[src/ccr_pkg.sv]
package ccr_pkg;
  // Register byte offsets
  localparam logic [11:0] OFS_INT_SET      = 12'h304;
  localparam logic [11:0] OFS_INT_DISABLE  = 12'h308;
  localparam logic [11:0] OFS_STATUS       = 12'h310;
  localparam logic [11:0] OFS_STATUS_CLR   = 12'h314;
  localparam logic [11:0] OFS_OUTCOME      = 12'h400;
  localparam logic [11:0] OFS_ON_OFF       = 12'h500;
  localparam logic [11:0] OFS_PIN_SEL      = 12'h504;
  localparam logic [11:0] OFS_REF_SEL      = 12'h508;
  localparam logic [11:0] OFS_EXT_REF_SEL  = 12'h50C;
  localparam logic [11:0] OFS_THRESHOLDS   = 12'h530;
  localparam logic [11:0] OFS_MODE         = 12'h534;
  localparam logic [11:0] OFS_HYST         = 12'h538;
  localparam logic [11:0] OFS_INPUT_CURRENT_SOURCE_SELECT      = 12'h53C;
  // Field positions, threshold code width and event count
  localparam int          THR_LO_POS       = 0;
  localparam int          THR_HI_POS       = 8;
  localparam int          THR_W            = 6;
  localparam int          MODE_MAIN_POS    = 8;
  localparam int          EVT_N            = 3;
  // Event bit positions in status and enable (DOWN, UP, CROSS)
  localparam int          EVT_DOWN         = 0;
  localparam int          EVT_UP           = 1;
  localparam int          EVT_CROSS        = 2;
  // Interrupt enable bit position of each event (READY is bit 0)
  localparam int          IEN_OFS          = 1;
  // Encodings and reset values
  localparam logic [1:0]  ON_OFF_DISABLED  = 2'h0;
  localparam logic [1:0]  ON_OFF_ENABLED   = 2'h2;
  localparam logic [2:0]  REF_RESET        = 3'h4;
  localparam logic [2:0]  REF_INT_1P2      = 3'h0;
  localparam logic [2:0]  REF_INT_1P8      = 3'h1;
  localparam logic [2:0]  REF_INT_2P4      = 3'h2;
  localparam logic [2:0]  REF_SUPPLY       = 3'h4;
  localparam logic [2:0]  REF_EXTERNAL     = 3'h5;
  localparam logic [1:0]  SPEED_LOW        = 2'h0;
  localparam logic [1:0]  SPEED_NORMAL     = 2'h1;
  localparam logic [1:0]  SPEED_HIGH       = 2'h2;
  localparam logic        MAIN_SINGLE      = 1'h0;
  localparam logic        MAIN_DIFF        = 1'h1;
  localparam logic        HYST_OFF         = 1'h0;
  localparam logic        HYST_ON          = 1'h1;
  localparam logic [31:0] ZERO_WORD        = 32'h00000000;
  // Threshold steps per full reference
  localparam int          THR_STEPS        = 64;
  // Comparator front-end states
  typedef enum logic [1:0] {
    CCR_OFF = 2'b01,
    CCR_RUN = 2'b10
  } ccr_state_t;
endpackage

[src/ccr_latch.sv]
`timescale 1ns/100ps
// Samples the comparator output on the sample strike and reports crossings
module ccr_latch (
  input  wire logic clk_i,
  input  wire logic rstn_i,
  input  wire logic ce_i,
  input  wire logic run_i,       // Comparator switched on
  input  wire logic sample_i,    // Sample task pulse
  input  wire logic cmp_i,       // Raw comparator decision
  output logic      result_o,    // Latched outcome
  output logic      up_o,        // Upward crossing pulse
  output logic      down_o       // Downward crossing pulse
);
  logic result_q, result_d;
  logic up_q, up_d;
  logic down_q, down_d;

  // Capture on sample, flag transitions
  always_comb
  begin
    result_d = result_q;
    up_d     = 1'b0;
    down_d   = 1'b0;
    if (run_i && sample_i)
    begin
      result_d = cmp_i; // see [RULE2] see [RULE3]
      up_d     = cmp_i & ~result_q;
      down_d   = ~cmp_i & result_q;
    end
  end

  // State registers
  always_ff @(posedge clk_i or negedge rstn_i)
  begin
    if (!rstn_i)
    begin
      result_q <= 1'b0;
      up_q     <= 1'b0;
      down_q   <= 1'b0;
    end
    else if (ce_i)
    begin
      result_q <= result_d;
      up_q     <= up_d;
      down_q   <= down_d;
    end
  end

  assign result_o = result_q;
  assign up_o     = up_q;
  assign down_o   = down_q;

  // Checks
  property p_capture;
    @(posedge clk_i) disable iff (!rstn_i)
    (ce_i && run_i && sample_i) |=> (result_q == $past(cmp_i));
  endproperty
  a_capture: assert property (p_capture) else $error("outcome not captured"); // see [RULE2]

  property p_hold;
    @(posedge clk_i) disable iff (!rstn_i)
    !(run_i && sample_i && ce_i) |=> $stable(result_q);
  endproperty
  a_hold: assert property (p_hold) else $error("outcome changed without sample"); // see [RULE2]

  property p_up;
    @(posedge clk_i) disable iff (!rstn_i)
    up_q |-> (result_q == 1'b1);
  endproperty
  a_up: assert property (p_up) else $error("up pulse with low outcome"); // see [RULE3]
endmodule

[src/ccr_top.sv]
// The address-and-strobe port was chosen for this implementation.
`timescale 1ns/100ps
// Contract
// [RULE1] Writing one disables DOWN/UP/CROSS interrupt
// [RULE2] Outcome captured on sample task
// [RULE3] Outcome 0 below, 1 above
// [RULE4] Enable field 0 off, 2 on
// [RULE5] Reference select codes, reset four
// [RULE6] Two 6-bit threshold codes, reset zero
// [RULE7] Speed/power field and main-mode bit
// [RULE8] Hysteresis bit enables differential hysteresis
// [RULE9] Single-ended: lower threshold while above
// [RULE10] Single-ended: hysteresis bit ignored
module ccr_top #(
  parameter int THR_BITS = ccr_pkg::THR_W   // Threshold code width
) (
  input  wire logic        clk_i,
  input  wire logic        rstn_i,
  input  wire logic        ce_i,          // Freezes all state when low
  input  wire logic [11:0] addr_i,        // Byte address
  input  wire logic [31:0] wdata_i,
  input  wire logic        wr_i,
  input  wire logic        rd_i,
  output logic      [31:0] rdata_o,       // Valid the cycle after rd_i
  input  wire logic        sample_i,      // Sample task pulse
  input  wire logic        cmp_i,         // Comparator decision, 1 = above
  output logic             comp_on_o,     // Analog core on
  output logic       [2:0] ref_sel_o,
  output logic       [5:0] neg_code_o,    // Threshold code on negative input
  output logic       [1:0] speed_o,
  output logic             diff_o,
  output logic             hyst_o,        // Differential hysteresis active
  output logic             result_o,
  output logic             irq_o          // Level interrupt
);
  // Refuse code widths that the negative input port cannot carry
  if (THR_BITS < 1 || THR_BITS > 6)
  begin : g_thr_check
    $error("threshold code width out of range");
  end

  // Address match, shared by the write and read decoders
  function automatic logic hit(input logic [11:0] a, input logic [11:0] ofs);
    hit = (a == ofs);
  endfunction

  // Configuration registers
  logic [1:0]                on_off_q, on_off_d;        // On/off field
  logic [31:0]               pin_sel_q, pin_sel_d;      // Pin select, stored for software only
  logic [2:0]                ref_q, ref_d;              // Reference source
  logic [31:0]               ext_ref_q, ext_ref_d;      // External reference select, stored only
  logic [THR_BITS-1:0]       thr_lo_q, thr_lo_d;        // Lower threshold code
  logic [THR_BITS-1:0]       thr_hi_q, thr_hi_d;        // Upper threshold code
  logic [1:0]                speed_q, speed_d;          // Speed/power select
  logic                      main_q, main_d;            // Main mode, 1 = differential
  logic                      hyst_q, hyst_d;            // Hysteresis enable bit
  logic [31:0]               isrc_q, isrc_d;            // Current source select, stored only
  // Interrupt state
  logic [ccr_pkg::EVT_N-1:0] ien_q, ien_d;              // Interrupt enables
  logic [ccr_pkg::EVT_N-1:0] stat_q, stat_d;            // Sticky events
  logic [ccr_pkg::EVT_N-1:0] evt;                       // Event pulses this cycle
  logic [ccr_pkg::EVT_N-1:0] dis_mask;                  // Bits written to the disable view
  // Front-end state
  ccr_pkg::ccr_state_t       state_q, state_d;          // Off or running
  logic                      run;                       // Sampling allowed
  logic                      result_w;                  // Latched outcome
  logic                      up_w;                      // Upward crossing pulse
  logic                      down_w;                    // Downward crossing pulse
  // Output registers
  logic [31:0]               rdata_q, rdata_d;          // Read data, one cycle only
  logic                      comp_on_q, comp_on_d;      // Core switched on
  logic [2:0]                ref_out_q, ref_out_d;      // Reference to the core
  logic [5:0]                neg_code_q, neg_code_d;    // Code on the negative input
  logic [1:0]                speed_out_q, speed_out_d;  // Speed/power to the core
  logic                      diff_q, diff_d;            // Differential mode
  logic                      hyst_act_q, hyst_act_d;    // Hysteresis really active
  logic                      irq_q, irq_d;              // Level interrupt
  // Write strobes, one per register
  logic                      wr_on_off;
  logic                      wr_pin_sel;
  logic                      wr_ref;
  logic                      wr_ext_ref;
  logic                      wr_thr;
  logic                      wr_mode;
  logic                      wr_hyst;
  logic                      wr_isrc;
  logic                      wr_int_set;
  logic                      wr_int_dis;
  logic                      wr_stat_clr;

  // Decode a write strobe per register
  assign wr_on_off   = wr_i && hit(addr_i, ccr_pkg::OFS_ON_OFF);
  assign wr_pin_sel  = wr_i && hit(addr_i, ccr_pkg::OFS_PIN_SEL);
  assign wr_ref      = wr_i && hit(addr_i, ccr_pkg::OFS_REF_SEL);
  assign wr_ext_ref  = wr_i && hit(addr_i, ccr_pkg::OFS_EXT_REF_SEL);
  assign wr_thr      = wr_i && hit(addr_i, ccr_pkg::OFS_THRESHOLDS);
  assign wr_mode     = wr_i && hit(addr_i, ccr_pkg::OFS_MODE);
  assign wr_hyst     = wr_i && hit(addr_i, ccr_pkg::OFS_HYST);
  assign wr_isrc     = wr_i && hit(addr_i, ccr_pkg::OFS_INPUT_CURRENT_SOURCE_SELECT);
  assign wr_int_set  = wr_i && hit(addr_i, ccr_pkg::OFS_INT_SET);
  assign wr_int_dis  = wr_i && hit(addr_i, ccr_pkg::OFS_INT_DISABLE);
  assign wr_stat_clr = wr_i && hit(addr_i, ccr_pkg::OFS_STATUS_CLR);

  // Register writes; no access ever stalls the bus
  always_comb
  begin
    on_off_d  = on_off_q;
    pin_sel_d = pin_sel_q;
    ref_d     = ref_q;
    ext_ref_d = ext_ref_q;
    thr_lo_d  = thr_lo_q;
    thr_hi_d  = thr_hi_q;
    speed_d   = speed_q;
    main_d    = main_q;
    hyst_d    = hyst_q;
    isrc_d    = isrc_q;
    if (wr_on_off)
      on_off_d = wdata_i[1:0];                               // see [RULE4]
    if (wr_pin_sel)
      pin_sel_d = wdata_i;
    if (wr_ref)
      ref_d = wdata_i[2:0];                                  // see [RULE5]
    if (wr_ext_ref)
      ext_ref_d = wdata_i;
    if (wr_thr)
    begin
      thr_lo_d = wdata_i[ccr_pkg::THR_LO_POS +: THR_BITS];   // see [RULE6]
      thr_hi_d = wdata_i[ccr_pkg::THR_HI_POS +: THR_BITS];   // see [RULE6]
    end
    if (wr_mode)
    begin
      speed_d = wdata_i[1:0];                                // see [RULE7]
      main_d  = wdata_i[ccr_pkg::MODE_MAIN_POS];             // see [RULE7]
    end
    // Stored in either mode; only differential mode acts on it
    if (wr_hyst)
      hyst_d = wdata_i[0];                                   // see [RULE8]
    if (wr_isrc)
      isrc_d = wdata_i;
  end

  // Front end runs only while the enable field held the on code one cycle earlier
  always_comb
  begin
    state_d = state_q;
    case (state_q)
      ccr_pkg::CCR_OFF:
      begin
        if (on_off_q == ccr_pkg::ON_OFF_ENABLED)
          state_d = ccr_pkg::CCR_RUN;                        // see [RULE4]
      end
      ccr_pkg::CCR_RUN:
      begin
        if (on_off_q != ccr_pkg::ON_OFF_ENABLED)
          state_d = ccr_pkg::CCR_OFF;                        // see [RULE4]
      end
      default:
        state_d = ccr_pkg::CCR_OFF;
    endcase
  end
  // Samples taken while off are dropped
  assign run = (state_q == ccr_pkg::CCR_RUN);

  // Outcome latch and crossing detector
  ccr_latch ccr_latch_i (
    .clk_i    (clk_i),
    .rstn_i   (rstn_i),
    .ce_i     (ce_i),
    .run_i    (run),
    .sample_i (sample_i),
    .cmp_i    (cmp_i),
    .result_o (result_w),
    .up_o     (up_w),
    .down_o   (down_w)
  );

  // Crossing events; CROSS merges both directions
  assign evt[ccr_pkg::EVT_DOWN]  = down_w;
  assign evt[ccr_pkg::EVT_UP]    = up_w;
  assign evt[ccr_pkg::EVT_CROSS] = up_w | down_w;
  // Per event enable and sticky status; a new event beats a clear in the same cycle
  for (genvar i = 0; i < ccr_pkg::EVT_N; i++)
  begin : g_evt
    assign ien_d[i]  = (wr_int_set && wdata_i[ccr_pkg::IEN_OFS + i]) ? 1'b1 :
                       (wr_int_dis && wdata_i[ccr_pkg::IEN_OFS + i]) ? 1'b0 : ien_q[i]; // see [RULE1]
    assign stat_d[i] = evt[i] | (stat_q[i] & ~(wr_stat_clr & wdata_i[ccr_pkg::IEN_OFS + i]));
  end
  assign dis_mask = wdata_i[ccr_pkg::IEN_OFS +: ccr_pkg::EVT_N];  // Only read by a check

  // Output next values from next register values, except neg_code_d, which uses the current thresholds, mode and outcome
  always_comb
  begin
    comp_on_d   = (on_off_d == ccr_pkg::ON_OFF_ENABLED);    // see [RULE4]
    ref_out_d   = ref_d;                                    // see [RULE5]
    speed_out_d = speed_d;                                  // see [RULE7]
    diff_d      = (main_d == ccr_pkg::MAIN_DIFF);           // see [RULE7]
    // Hysteresis bit only counts in differential mode
    hyst_act_d  = (main_d == ccr_pkg::MAIN_DIFF) && (hyst_d == ccr_pkg::HYST_ON); // see [RULE8] see [RULE10]
    irq_d       = |(stat_d & ien_d);
    // Single-ended: lower threshold while above, upper while below
    neg_code_d  = 6'(thr_hi_q);
    if (main_q == ccr_pkg::MAIN_SINGLE && result_w)
      neg_code_d = 6'(thr_lo_q);                            // see [RULE9]
  end

  // Read data for one cycle after the strobe, zero otherwise
  always_comb
  begin
    rdata_d = ccr_pkg::ZERO_WORD;
    if (rd_i)
    begin
      if (hit(addr_i, ccr_pkg::OFS_OUTCOME))
        rdata_d[0] = result_w;                              // see [RULE2] see [RULE3]
      else if (hit(addr_i, ccr_pkg::OFS_ON_OFF))
        rdata_d[1:0] = on_off_q;                            // see [RULE4]
      else if (hit(addr_i, ccr_pkg::OFS_PIN_SEL))
        rdata_d = pin_sel_q;
      else if (hit(addr_i, ccr_pkg::OFS_REF_SEL))
        rdata_d[2:0] = ref_q;                               // see [RULE5]
      else if (hit(addr_i, ccr_pkg::OFS_EXT_REF_SEL))
        rdata_d = ext_ref_q;
      else if (hit(addr_i, ccr_pkg::OFS_THRESHOLDS))
      begin
        rdata_d[ccr_pkg::THR_LO_POS +: THR_BITS] = thr_lo_q;  // see [RULE6]
        rdata_d[ccr_pkg::THR_HI_POS +: THR_BITS] = thr_hi_q;  // see [RULE6]
      end
      else if (hit(addr_i, ccr_pkg::OFS_MODE))
      begin
        rdata_d[1:0]                    = speed_q;           // see [RULE7]
        rdata_d[ccr_pkg::MODE_MAIN_POS] = main_q;            // see [RULE7]
      end
      else if (hit(addr_i, ccr_pkg::OFS_HYST))
        rdata_d[0] = hyst_q;                                // see [RULE8]
      else if (hit(addr_i, ccr_pkg::OFS_INPUT_CURRENT_SOURCE_SELECT))
        rdata_d = isrc_q;
      // Both enable views read back the same bits
      else if (hit(addr_i, ccr_pkg::OFS_INT_SET) || hit(addr_i, ccr_pkg::OFS_INT_DISABLE))
        rdata_d[ccr_pkg::IEN_OFS +: ccr_pkg::EVT_N] = ien_q;  // see [RULE1]
      else if (hit(addr_i, ccr_pkg::OFS_STATUS))
        rdata_d[ccr_pkg::IEN_OFS +: ccr_pkg::EVT_N] = stat_q;
    end
  end

  // Register and interrupt state; clock enable low freezes everything
  always_ff @(posedge clk_i or negedge rstn_i)
  begin
    if (!rstn_i)
    begin
      on_off_q  <= ccr_pkg::ON_OFF_DISABLED;
      pin_sel_q <= ccr_pkg::ZERO_WORD;
      ref_q     <= ccr_pkg::REF_RESET;
      ext_ref_q <= ccr_pkg::ZERO_WORD;
      thr_lo_q  <= '0;
      thr_hi_q  <= '0;
      speed_q   <= ccr_pkg::SPEED_LOW;
      main_q    <= ccr_pkg::MAIN_SINGLE;
      hyst_q    <= ccr_pkg::HYST_OFF;
      isrc_q    <= ccr_pkg::ZERO_WORD;
      state_q   <= ccr_pkg::CCR_OFF;
      ien_q     <= '0;
      stat_q    <= '0;
    end
    else if (ce_i)
    begin
      on_off_q  <= on_off_d;
      pin_sel_q <= pin_sel_d;
      ref_q     <= ref_d;
      ext_ref_q <= ext_ref_d;
      thr_lo_q  <= thr_lo_d;
      thr_hi_q  <= thr_hi_d;
      speed_q   <= speed_d;
      main_q    <= main_d;
      hyst_q    <= hyst_d;
      isrc_q    <= isrc_d;
      state_q   <= state_d;
      ien_q     <= ien_d;
      stat_q    <= stat_d;
    end
  end

  // Output flip-flops, so every pin comes straight from a register
  always_ff @(posedge clk_i or negedge rstn_i)
  begin
    if (!rstn_i)
    begin
      rdata_q     <= ccr_pkg::ZERO_WORD;
      comp_on_q   <= 1'b0;
      ref_out_q   <= ccr_pkg::REF_RESET;
      neg_code_q  <= 6'h00;
      speed_out_q <= ccr_pkg::SPEED_LOW;
      diff_q      <= 1'b0;
      hyst_act_q  <= 1'b0;
      irq_q       <= 1'b0;
    end
    else if (ce_i)
    begin
      rdata_q     <= rdata_d;
      comp_on_q   <= comp_on_d;
      ref_out_q   <= ref_out_d;
      neg_code_q  <= neg_code_d;
      speed_out_q <= speed_out_d;
      diff_q      <= diff_d;
      hyst_act_q  <= hyst_act_d;
      irq_q       <= irq_d;
    end
  end
  // Pins
  assign rdata_o    = rdata_q;
  assign comp_on_o  = comp_on_q;
  assign ref_sel_o  = ref_out_q;
  assign neg_code_o = neg_code_q;
  assign speed_o    = speed_out_q;
  assign diff_o     = diff_q;
  assign hyst_o     = hyst_act_q;
  assign result_o   = result_w;
  assign irq_o      = irq_q;

  // Checks
  property p_irq_level;
    @(posedge clk_i) disable iff (!rstn_i)
    irq_q == |(stat_q & ien_q);
  endproperty
  a_irq_level: assert property (p_irq_level) else $error("interrupt level mismatch"); // see [RULE1]
  property p_disable;
    @(posedge clk_i) disable iff (!rstn_i)
    (ce_i && wr_int_dis) |=> ((ien_q & $past(dis_mask)) == '0);
  endproperty
  a_disable: assert property (p_disable) else $error("interrupt not disabled"); // see [RULE1]
  property p_se_neg;
    @(posedge clk_i) disable iff (!rstn_i)
    (ce_i && main_q == ccr_pkg::MAIN_SINGLE && result_w) |=> (neg_code_q == 6'($past(thr_lo_q)));
  endproperty
  a_se_neg: assert property (p_se_neg) else $error("lower threshold not selected"); // see [RULE9]
  property p_hyst_se;
    @(posedge clk_i) disable iff (!rstn_i)
    !diff_q |-> !hyst_act_q;
  endproperty
  a_hyst_se: assert property (p_hyst_se) else $error("hysteresis active in single-ended mode"); // see [RULE10]
  // Main scenarios
  c_up_event: cover property (@(posedge clk_i) disable iff (!rstn_i) up_w);
  c_down_event: cover property (@(posedge clk_i) disable iff (!rstn_i) down_w);
  c_irq_rise: cover property (@(posedge clk_i) disable iff (!rstn_i) $rose(irq_q));
endmodule

[config.mk]
export PLATFORM = sky130hd
export DESIGN_NAME = ccr_top
export DESIGN_NICKNAME = d
export VERILOG_FILES = /design/src/ccr_pkg.sv /design/src/ccr_latch.sv /design/src/ccr_top.sv
export SDC_FILE = /design/constraint.sdc
export NUM_CORES = 1
export LEC_CHECK = 0
export BUFFER_PORTS_ARGS = -buffer_cell sky130_fd_sc_hd__buf_2
export CORE_MARGIN = 3
export CORE_UTILIZATION = 45
export DETAILED_ROUTE_END_ITERATION = 10
export PLACE_DENSITY_LB_ADDON = 0.12
export SLEW_MARGIN = 25
export SYNTH_ARGS = -nofsm -noshare
export SYNTH_HDL_FRONTEND = slang
export SYNTH_HIERARCHICAL = 1
export SYNTH_SLANG_ARGS = --single-unit
[constraint.sdc]
create_clock -name clk_i -period 1.29 [get_ports clk_i]
set_input_delay 0.129 -clock clk_i [delete_from_list [all_inputs] [get_ports clk_i]]
set_output_delay 0.129 -clock clk_i [all_outputs]
set_load 0.01 [all_outputs]
* Word level (Yosys, flattened, before mapping)
Index checks and enable logic that the tools add are counted.
** Cells by class
- Equal/unequal tests :: 20
- Mux-type cells :: 63
- Bitwise operators :: 19
- Reduce and logical (&&, ||, !) cells :: 30
** Operator list (number)
- 31-bit 2-to-1 mux :: 10
- 23-bit 2-to-1 mux :: 8
- 12-bit by 11-bit equality test with 1-bit output, second input constant :: 9
- 32-bit 2-to-1 mux :: 3
- 6-bit 2-to-1 mux :: 11
- 12-bit by 10-bit equality test with 1-bit output, second input constant :: 4
- 30-bit 2-to-1 mux :: 1
- 29-bit 2-to-1 mux :: 1
- 28-bit 2-to-1 mux :: 1
- 1-bit logical AND :: 20
- 18-bit 2-to-1 mux :: 1
- 3-bit 2-to-1 mux :: 5
- 1-bit 2-to-1 mux :: 14
- 2-bit 2-to-1 mux :: 7
- 2-bit AND reduction :: 7
- 1-bit AND :: 8
- 2-bit equality test, second input constant :: 3
- 2-bit inequality test, second input constant :: 3
- 1-bit inverter :: 6
- 1-bit bitwise OR :: 4
- 2-bit case mux with 2 select lines :: 1
- 3-bit AND :: 1
- 3-bit AND reduction :: 1
- 3-bit OR reduction :: 1
- 2 further kinds :: 2
** Storage, ports and cells
- Flip-flop bits (word level) :: 169
- Output and inout port bits :: 48

* Longest topological paths before layout
Gate-level depths: netlist of the first run.
- Word-level depth :: 28
- Gate-level depth with buffers :: 8
- Mapped depth without buffers :: 5

* Cells and area by module
The synthesis of the first run kept the hierarchy.
** By module, submodules not included
- ccr_top :: instances 1, cells an instance 565, area an instance 7308.3 µm², seq. area each 4156.5 µm²
- ccr_latch :: instances 1, cells an instance 9, area an instance 137.6 µm², seq. area each 75.1 µm²

* Worst setup path before layout of the first run
OpenSTA, ideal clock, no wires.
- Kind :: in2reg
- From :: input addr_i[1]
- To :: register pin_sel_q[10]
- Setup time :: 128 ps
- Arrival :: 1623 ps
- Path slack :: -460 ps
- Stages :: 6
- Cell sequence :: or4b_1 -> buf_2 -> nor3_2 -> nand2_1 -> buf_2 -> mux2_1
** On the way
- Word-level cells in the longest chain between the ends :: 3
** RTL lines
- from (decl) :: line ccr_top.sv:20 : input wire logic [11:0] addr_i,
- 12-bit by 11-bit equality test with 1-bit output :: line ccr_top.sv:44 : hit = (a == ofs);
- 1-bit logical AND :: line ccr_top.sv:93 : assign wr_pin_sel = wr_i && hit(addr_i, ccr_pkg::OFS_PIN_SEL);
- 2-bit AND reduction (no source line)
- to (signal assigned) :: line ccr_top.sv:250 : pin_sel_q <= ccr_pkg::ZERO_WORD;
- to (signal assigned) :: line ccr_top.sv:266 : pin_sel_q <= pin_sel_d;
- to (decl) :: line ccr_top.sv:49 : logic [31:0] pin_sel_q, pin_sel_d;
Every way passes these cells.
A chain may end at the register's enable or synchronous reset.

* Worst setup path in the final report of the first run
- From :: input addr_i[3]
- To :: register pin_sel_q[28]
The elaborated chain is that of the path after synthesis.

==> results.json, run 1 <==
{
  "worst_slew_pin_slew_ns": 0.5553,
  "grt_pass1_wl_um": 35070,
  "wirelength_um": 23680,
  "cts.path.max_buffers": 2,
  "vias_per_cell": 5.914,
  "antenna_found_initial": 0,
  "yosysWarnings": 6,
  "hold_viol": 0,
  "max_slew_margin": 0.6298,
  "start_kind": "input pin",
  "vias": 6133,
  "root_buffer": "clkbuf_16",
  "die_x_um": 134.6,
  "diodes": 0,
  "violations": "negative setup slack",
  "yosys.area_share.simple": 0.08167,
  "path_cells": "buf_8 > or4b_4 > nor3_4 > nand2_4 > buf_12 > mux2_4",
  "ys_seq_area_frac": 0.5683,
  "yosys_most_used_dff": "dfrtp_1",
  "cp_max_fo": 12,
  "maxCapViolations": 0,
  "period_share": 1.123,
  "crit_type": "input pin to flop",
  "numCtsBuffers": 17,
  "drc_errors": 0,
  "finalSetupViolations": 125,
  "ant_nets": 0,
  "clkSlewWorstSetupHoldPaths_ns": 0.07,
  "wl_per_cell_um": 22.84,
  "hpwl_um": 14630,
  "drive_above_1_share": 0.5481,
  "fin_area_um2": 11100,
  "core_area_um2": 16060,
  "ios": 99,
  "yosysUniqueCellTypes": 56,
  "cts_max_level": 4,
  "portBuffers": 98,
  "setup_slack_ns": -0.1583,
  "async_flop_share": 1.000,
  "netlist_instances": 574,
  "reg2reg_slack_ns": -0.07,
  "synth.area.top_cells": "dfrtp_1 (56%), mux2_2 (11%), mux2_1 (6.7%)",
  "clock_sinks": 169,
  "cts_tree": "yes",
  "final_nets": 860,
  "cpMaxStageDelayCell": "or4b_4",
  "drv_slew": 0,
  "cp_top_family": "simple AND/OR/NAND/NOR gates",
  "required_ns": 1.59,
  "muxShareOfSynthArea": 0.1939,
  "power.density_nw_per_um2": 1057,
  "p_leak_nw": 5.501,
  "grt_usage": 0.2508,
  "yosysTopAreaCellShare": 0.5613,
  "yosysTopAreaCell": "dfrtp_1",
  "initial_utilization": 0.4637,
  "synthXorXnorAreaFrac": 0.001176,
  "ys_ff_latch": 169,
  "die_h_um": 134.6,
  "synth-edff-count": 0,
  "clock_latency_ns": 0.43,
  "holdCritPathClass": "input pin to flop",
  "synth_top_family_by_area": "multiplexers",
  "synth_area_um2": 7446,
  "dpl_cell_area_um2": 9191,
  "fin_util": 0.6912,
  "syn_avg_cell_area_um2": 12.97,
  "syn2layout_area_growth_pct": 49.07,
  "routabilityCongestion": 0.8813,
  "instances_no_fill": 1037,
  "pre_cts_ws_ns": -0.6585,
  "grt_max_degree": 54,
  "rsz0062_at_grt": "yes",
  "max_stage_delay_ns": 0.65,
  "crit_arrival_ns": 1.75,
  "rows": 46,
  "syn_nets": 625,
  "crit_path_end_kind": "flop",
  "fmax_mhz": 690.5,
  "synth_compound_area_frac": 0.1302,
  "grt-ovfl-total": 0,
  "status": "finished, violations left",
  "path_buf_inv": 2,
  "skew_ns": 0.009314,
  "grt_pass1_vias": 6278,
  "synth_fa_ha_area_frac": 0,
  "dp_cells": 947,
  "dieArea_um2": 18130,
  "ir_worst_vdd_uv": 1142,
  "drt_iter0_drc": 617,
  "post-route-min-period_ns": 1.448,
  "first_pass_iters": 5
}
==> placed cells by master, fill, tap and decap left out, drive strengths merged, types with 20 or more instances in the layout <==
| master | instances |
|---|---|
| a222oi | 28 |
| buf | 217 |
| clkbuf | 27 |
| dfrtp | 167 |
| dlygate4sd3 | 29 |
| mux2 | 119 |
| nand2 | 21 |
| nor2 | 21 |
| o21ai | 22 |
| o2bb2ai | 20 |
==> worst register-to-register path, delay by kind of cell (launching register included) <==
family | cells | cell delay, ns
and+or+nand+nor | 1 | 0.16
AOI/OAI and AO/OA | 3 | 0.70
DFF | 1 | 0.39
==> power breakdown <==
part | leakage (nW) | internal [W] | total (W) | switching, W
logic | 2.88 | 0.000518 | 0.00108 | 0.000566
registers | 2.32 | 0.00536 | 0.00541 | 0.0000469
clock network | 0.300 | 0.00304 | 0.00524 | 0.00220
==> cells by family (layout without fill, tap and decap cells) <==
logic type,Yosys count,count (layout)
xor gates and xnor gates,1,1
buffers and inverters,44,290
and+or+nand+nor,105,106
muxes,129,129
AOI/OAI and AO/OA,126,126
DFF,169,169
==> final cells by class <==
type                            count  area (um^2)
Sequential cell                   169         4232
Fill cell                        1170         4959
Clock inverter                     11        133.9
Tap cell                          216        270.3
Multi-Input combinational cell    362         3720
Clock buffer                       20        466.7
Timing Repair Buffer              253         2255
Inverter                            6        22.52
==> synthesized netlist by cell type, drive strengths merged (5+ instances only) <==
| master | count |
|---|---|
| o41ai | 9 |
| nor3 | 12 |
| nor2 | 20 |
| a22oi | 12 |
| mux2i | 10 |
| o21ai | 22 |
| inv | 5 |
| dfrtp | 167 |
| nand3 | 10 |
| buf | 19 |
| a222oi | 28 |
| mux2 | 119 |
| o2bb2ai | 20 |
| nor4 | 5 |
| clkbuf | 19 |
| a21oi | 17 |
| nand2b | 5 |
| nand2 | 21 |
==> state kept, by name (all words and copies together), names as in the netlist, 2 cells and up <==
register	flops
ext_ref_q	32
thr_lo_q	6
isrc_q	32
speed_o	2
stat_q	3
thr_hi_q	6
ref_sel_o	3
pin_sel_q	32
state_q	2
rdata_o	32
neg_code_o	6
ien_q	3
on_off_q	2
==> routing by layer <==
metal	track usage	vias up	part of all wire
met2	0.4027	242	0.48
met4	0.06165	0	0.017
met1	0.3556	3159	0.44
met3	0.04732	37	0.067
li1	-	2695	-
met5	0	-	0
==> metrics by stage <==
step	hold slack (ns)	power, W	TNS, ns
after global routing	0.06224	0.01211	-16.33
after CTS	0.01544	0.01170	-8.625
after global placement	0.01251	0.006329	-83.06
final	0.07799	0.01173	-12.60
after floorplan	-0.1666	0.005791	-40.46
after detailed placement	0.01221	0.006349	-85.38
==> worst paths after layout <==
kind                                              start                   endpoint  depth (start not counted)
max in group asynchronous                        rstn_i     state_q[0]$_DFFE_PN1P_                          3
worst min register to register  rdata_o[29]$_DFFE_PN0P_    rdata_o[29]$_DFFE_PN0P_                          1
worst max register to register     ien_q[0]$_DFFE_PN0P_     rdata_o[1]$_DFFE_PN0P_                          4
worst min-delay path                         wdata_i[8]   ext_ref_q[8]$_DFFE_PN0P_                          2
min in group asynchronous                        rstn_i       ien_q[0]$_DFFE_PN0P_                          2
worst max-delay path                          addr_i[3]  pin_sel_q[28]$_DFFE_PN0P_                          6
==> timing repair <==
item,CTS,global route
hold buffers,29,0
pin swaps,17,22
hold endpoints to repair,253,0
resized for setup,92,50
setup endpoints to repair,150,154
setup buffers,8,11
cloned,2,10
No activity file was read; power rests on OpenSTA's default activity.
==> inputs of run 2 (changes only) <==
--- a/config.mk
+++ b/config.mk
@@ -6,11 +6,13 @@
 export NUM_CORES = 1
 export LEC_CHECK = 0
 export BUFFER_PORTS_ARGS = -buffer_cell sky130_fd_sc_hd__buf_2
+export CELL_PAD_IN_SITES_DETAIL_PLACEMENT = 1
+export CELL_PAD_IN_SITES_GLOBAL_PLACEMENT = 2
 export CORE_MARGIN = 3
-export CORE_UTILIZATION = 45
+export CORE_UTILIZATION = 36
 export DETAILED_ROUTE_END_ITERATION = 10
 export PLACE_DENSITY_LB_ADDON = 0.12
-export SLEW_MARGIN = 25
+export SLEW_MARGIN = 5
 export SYNTH_ARGS = -nofsm -noshare
 export SYNTH_HDL_FRONTEND = slang
 export SYNTH_HIERARCHICAL = 1
==> constraint.sdc (replaced) <==
create_clock -name clk_i -period 1.2 [get_ports clk_i]
set_input_delay 0.12 -clock clk_i [delete_from_list [all_inputs] [get_ports clk_i]]
set_output_delay 0.12 -clock clk_i [all_outputs]
set_load 0.01 [all_outputs]
==> results.json, run 2 (synthesized netlist as in run 1, its figures left out) <==
{
  "routabilityCongestion": 0.8290,
  "crit_top_cell": "buf_12",
  "p_leak_nw": 5.792,
  "tns_ns": -33.46,
  "fin_util": 0.5939,
  "drc_errors": 0,
  "finalSetupViolations": 155,
  "max_slew_margin": 0.5366,
  "clock_sinks": 169,
  "ios": 99,
  "power_w": 0.01253,
  "portBuffers": 98,
  "diodes": 0,
  "cp_max_fo": 6,
  "rr_startpoint": "ien_q[0]$_DFFE_PN0P_",
  "drive_above_1_share": 0.5827,
  "hold_depth": 2,
  "hold-path-endpoint": "speed_o[0]$_DFFE_PN0P_",
  "dieArea_um2": 22440,
  "grt_usage": 0.2351,
  "die_x_um": 149.8,
  "drt_iter0_drc": 497,
  "hold_viol": 0,
  "post-route-min-period_ns": 1.524,
  "max_stage_delay_ns": 0.62,
  "grt_pass1_vias": 6762,
  "hold_start": "wdata_i[0]",
  "r2r-end": "rdata_o[1]$_DFFE_PN0P_",
  "antenna_found_initial": 0,
  "grt_max_degree": 56,
  "clkSlewWorstSetupHoldPaths_ns": 0.07,
  "dpl_cell_area_um2": 9360,
  "root_buffer": "clkbuf_16",
  "crit_path_end_kind": "flop",
  "reg2regPathDepth": 4,
  "rows": 51,
  "vias": 6254,
  "period_share": 1.270,
  "cts_tree": "yes",
  "vias_per_cell": 5.629,
  "fin_area_um2": 11820,
  "fmax_mhz": 656.1,
  "crit_arrival_ns": 1.84,
  "cts.path.max_buffers": 2,
  "clock_latency_ns": 0.44,
  "drv_slew": 0,
  "wirelength_um": 26920,
  "die_h_um": 149.8,
  "power.density_nw_per_um2": 1060,
  "grt-ovfl-total": 0,
  "ir_worst_vdd_uv": 1035,
  "first_pass_iters": 6,
  "crit_type": "input pin to flop",
  "ant_nets": 0,
  "wl_per_cell_um": 24.23,
  "cpMaxStageDelayCell": "or4_4",
  "final_nets": 884,
  "required_ns": 1.51,
  "numCtsBuffers": 17,
  "start_kind": "input pin",
  "maxCapViolations": 0,
  "final_common_cell": "dfrtp_1",
  "syn2layout_area_growth_pct": 58.80,
  "reg2reg_slack_ns": -0.17,
  "setup_slack_ns": -0.3241,
  "violations": "negative setup slack",
  "rsz0062_at_grt": "yes",
  "initial_utilization": 0.3740,
  "skew_ns": 0.01264,
  "core_area_um2": 19910,
  "status": "finished, violations left",
  "final_cell_mix": "dfrtp_1 (167), buf_2 (84), buf_4 (75), mux2_2 (69), mux2_4 (49)",
  "grt_pass1_wl_um": 40200,
  "hpwl_um": 16210,
  "fillerInstances": 1938,
  "holdCritPathClass": "input pin to flop",
  "path_cells": "buf_6 > or4_4 > nor3_4 > nand2_4 > buf_12 > buf_12 > mux2_4",
  "cts_max_level": 4,
  "worst_slew_pin_slew_ns": 0.6951
}
## run 2: cell count changes in the layout (fill, tap and decap cells not counted), moves of 6 or more
| cell | previous run | this run |
|---|---|---|
| a22oi_1 | 12 | 3 |
| a22oi_2 | 0 | 9 |
| buf_12 | 17 | 26 |
| buf_16 | 1 | 7 |
| buf_6 | 28 | 44 |
| o21ai_1 | 5 | 14 |
| o21ai_2 | 9 | 1 |
| o2bb2ai_1 | 13 | 4 |
## run 2: how the worst max path moves through the flow
stage	startpoint	end	cells past startpoint
3_3_place_gp	addr_i[1]	hyst_o$_DFFE_PN0P_	7
5_1_grt	addr_i[4]	ext_ref_q[21]$_DFFE_PN0P_	7
4_1_cts	addr_i[0]	hyst_o$_DFFE_PN0P_	7
6_report	addr_i[4]	ext_ref_q[21]$_DFFE_PN0P_	7
3_5_place_dp	addr_i[1]	hyst_o$_DFFE_PN0P_	7
2_1_floorplan	addr_i[1]	pin_sel_q[10]$_DFFE_PN0P_	6
## run 2: layout make-up
class / instances / area [um^2] / share of cell area
Clock buffer: 18 / 429.2 / 0.03630
Tap cell: 265 / 331.6 / 0.02804
Sequential cell: 169 / 4232 / 0.3579
Clock inverter: 14 / 151.4 / 0.01280
Multi-Input combinational cell: 361 / 3930 / 0.3324
Inverter: 6 / 22.52 / 0.001905
Timing Repair Buffer: 278 / 2728 / 0.2307
## run 2: metrics by stage
step	cells	hold WS (ns)	setup slack [ns]
after floorplan	574	-0.1756	-0.4606
after detailed placement	993	-0.01268	-0.8767
after CTS	1086	0.04096	-0.2878
after global routing	1111	0.05631	-0.3239
after global placement	993	-0.008068	-0.8960
final	1111	0.05736	-0.3241
## run 2: where the power goes
group	switching, W	total (W)	internal [W]
Sequential	0.0000565	0.00582	0.00576
Clock	0.00263	0.00541	0.00278
Combinational	0.000675	0.00131	0.000632
## run 2: layer usage
| layer | up-vias | wire length, um | share of wire | track usage |
|---|---|---|---|---|
| li1 | 2756 | - | - | - |
| met2 | 189 | 13120 | 0.49 | 0.3900 |
| met1 | 3284 | 12060 | 0.45 | 0.3195 |
| met4 | 0 | 380 | 0.014 | 0.06404 |
| met3 | 25 | 1359 | 0.050 | 0.04119 |
| met5 | - | 0 | 0 | 0 |
## run 2: worst max-delay path: cells and delay by family
kind / cells / cell delay, ns
AND/OR/NAND/NOR: 3 / 1.00
buffers and inverters: 3 / 0.40
multiplexers: 1 / 0.30
## run 2: repair_timing
action,in CTS,in global routing
gates cloned,8,6
hold buffers,29,0
buffers inserted,26,23
gates resized for setup,111,79
endpoints found under the setup margin,161,168
pin swaps,27,43
endpoints found under the hold margin,256,0
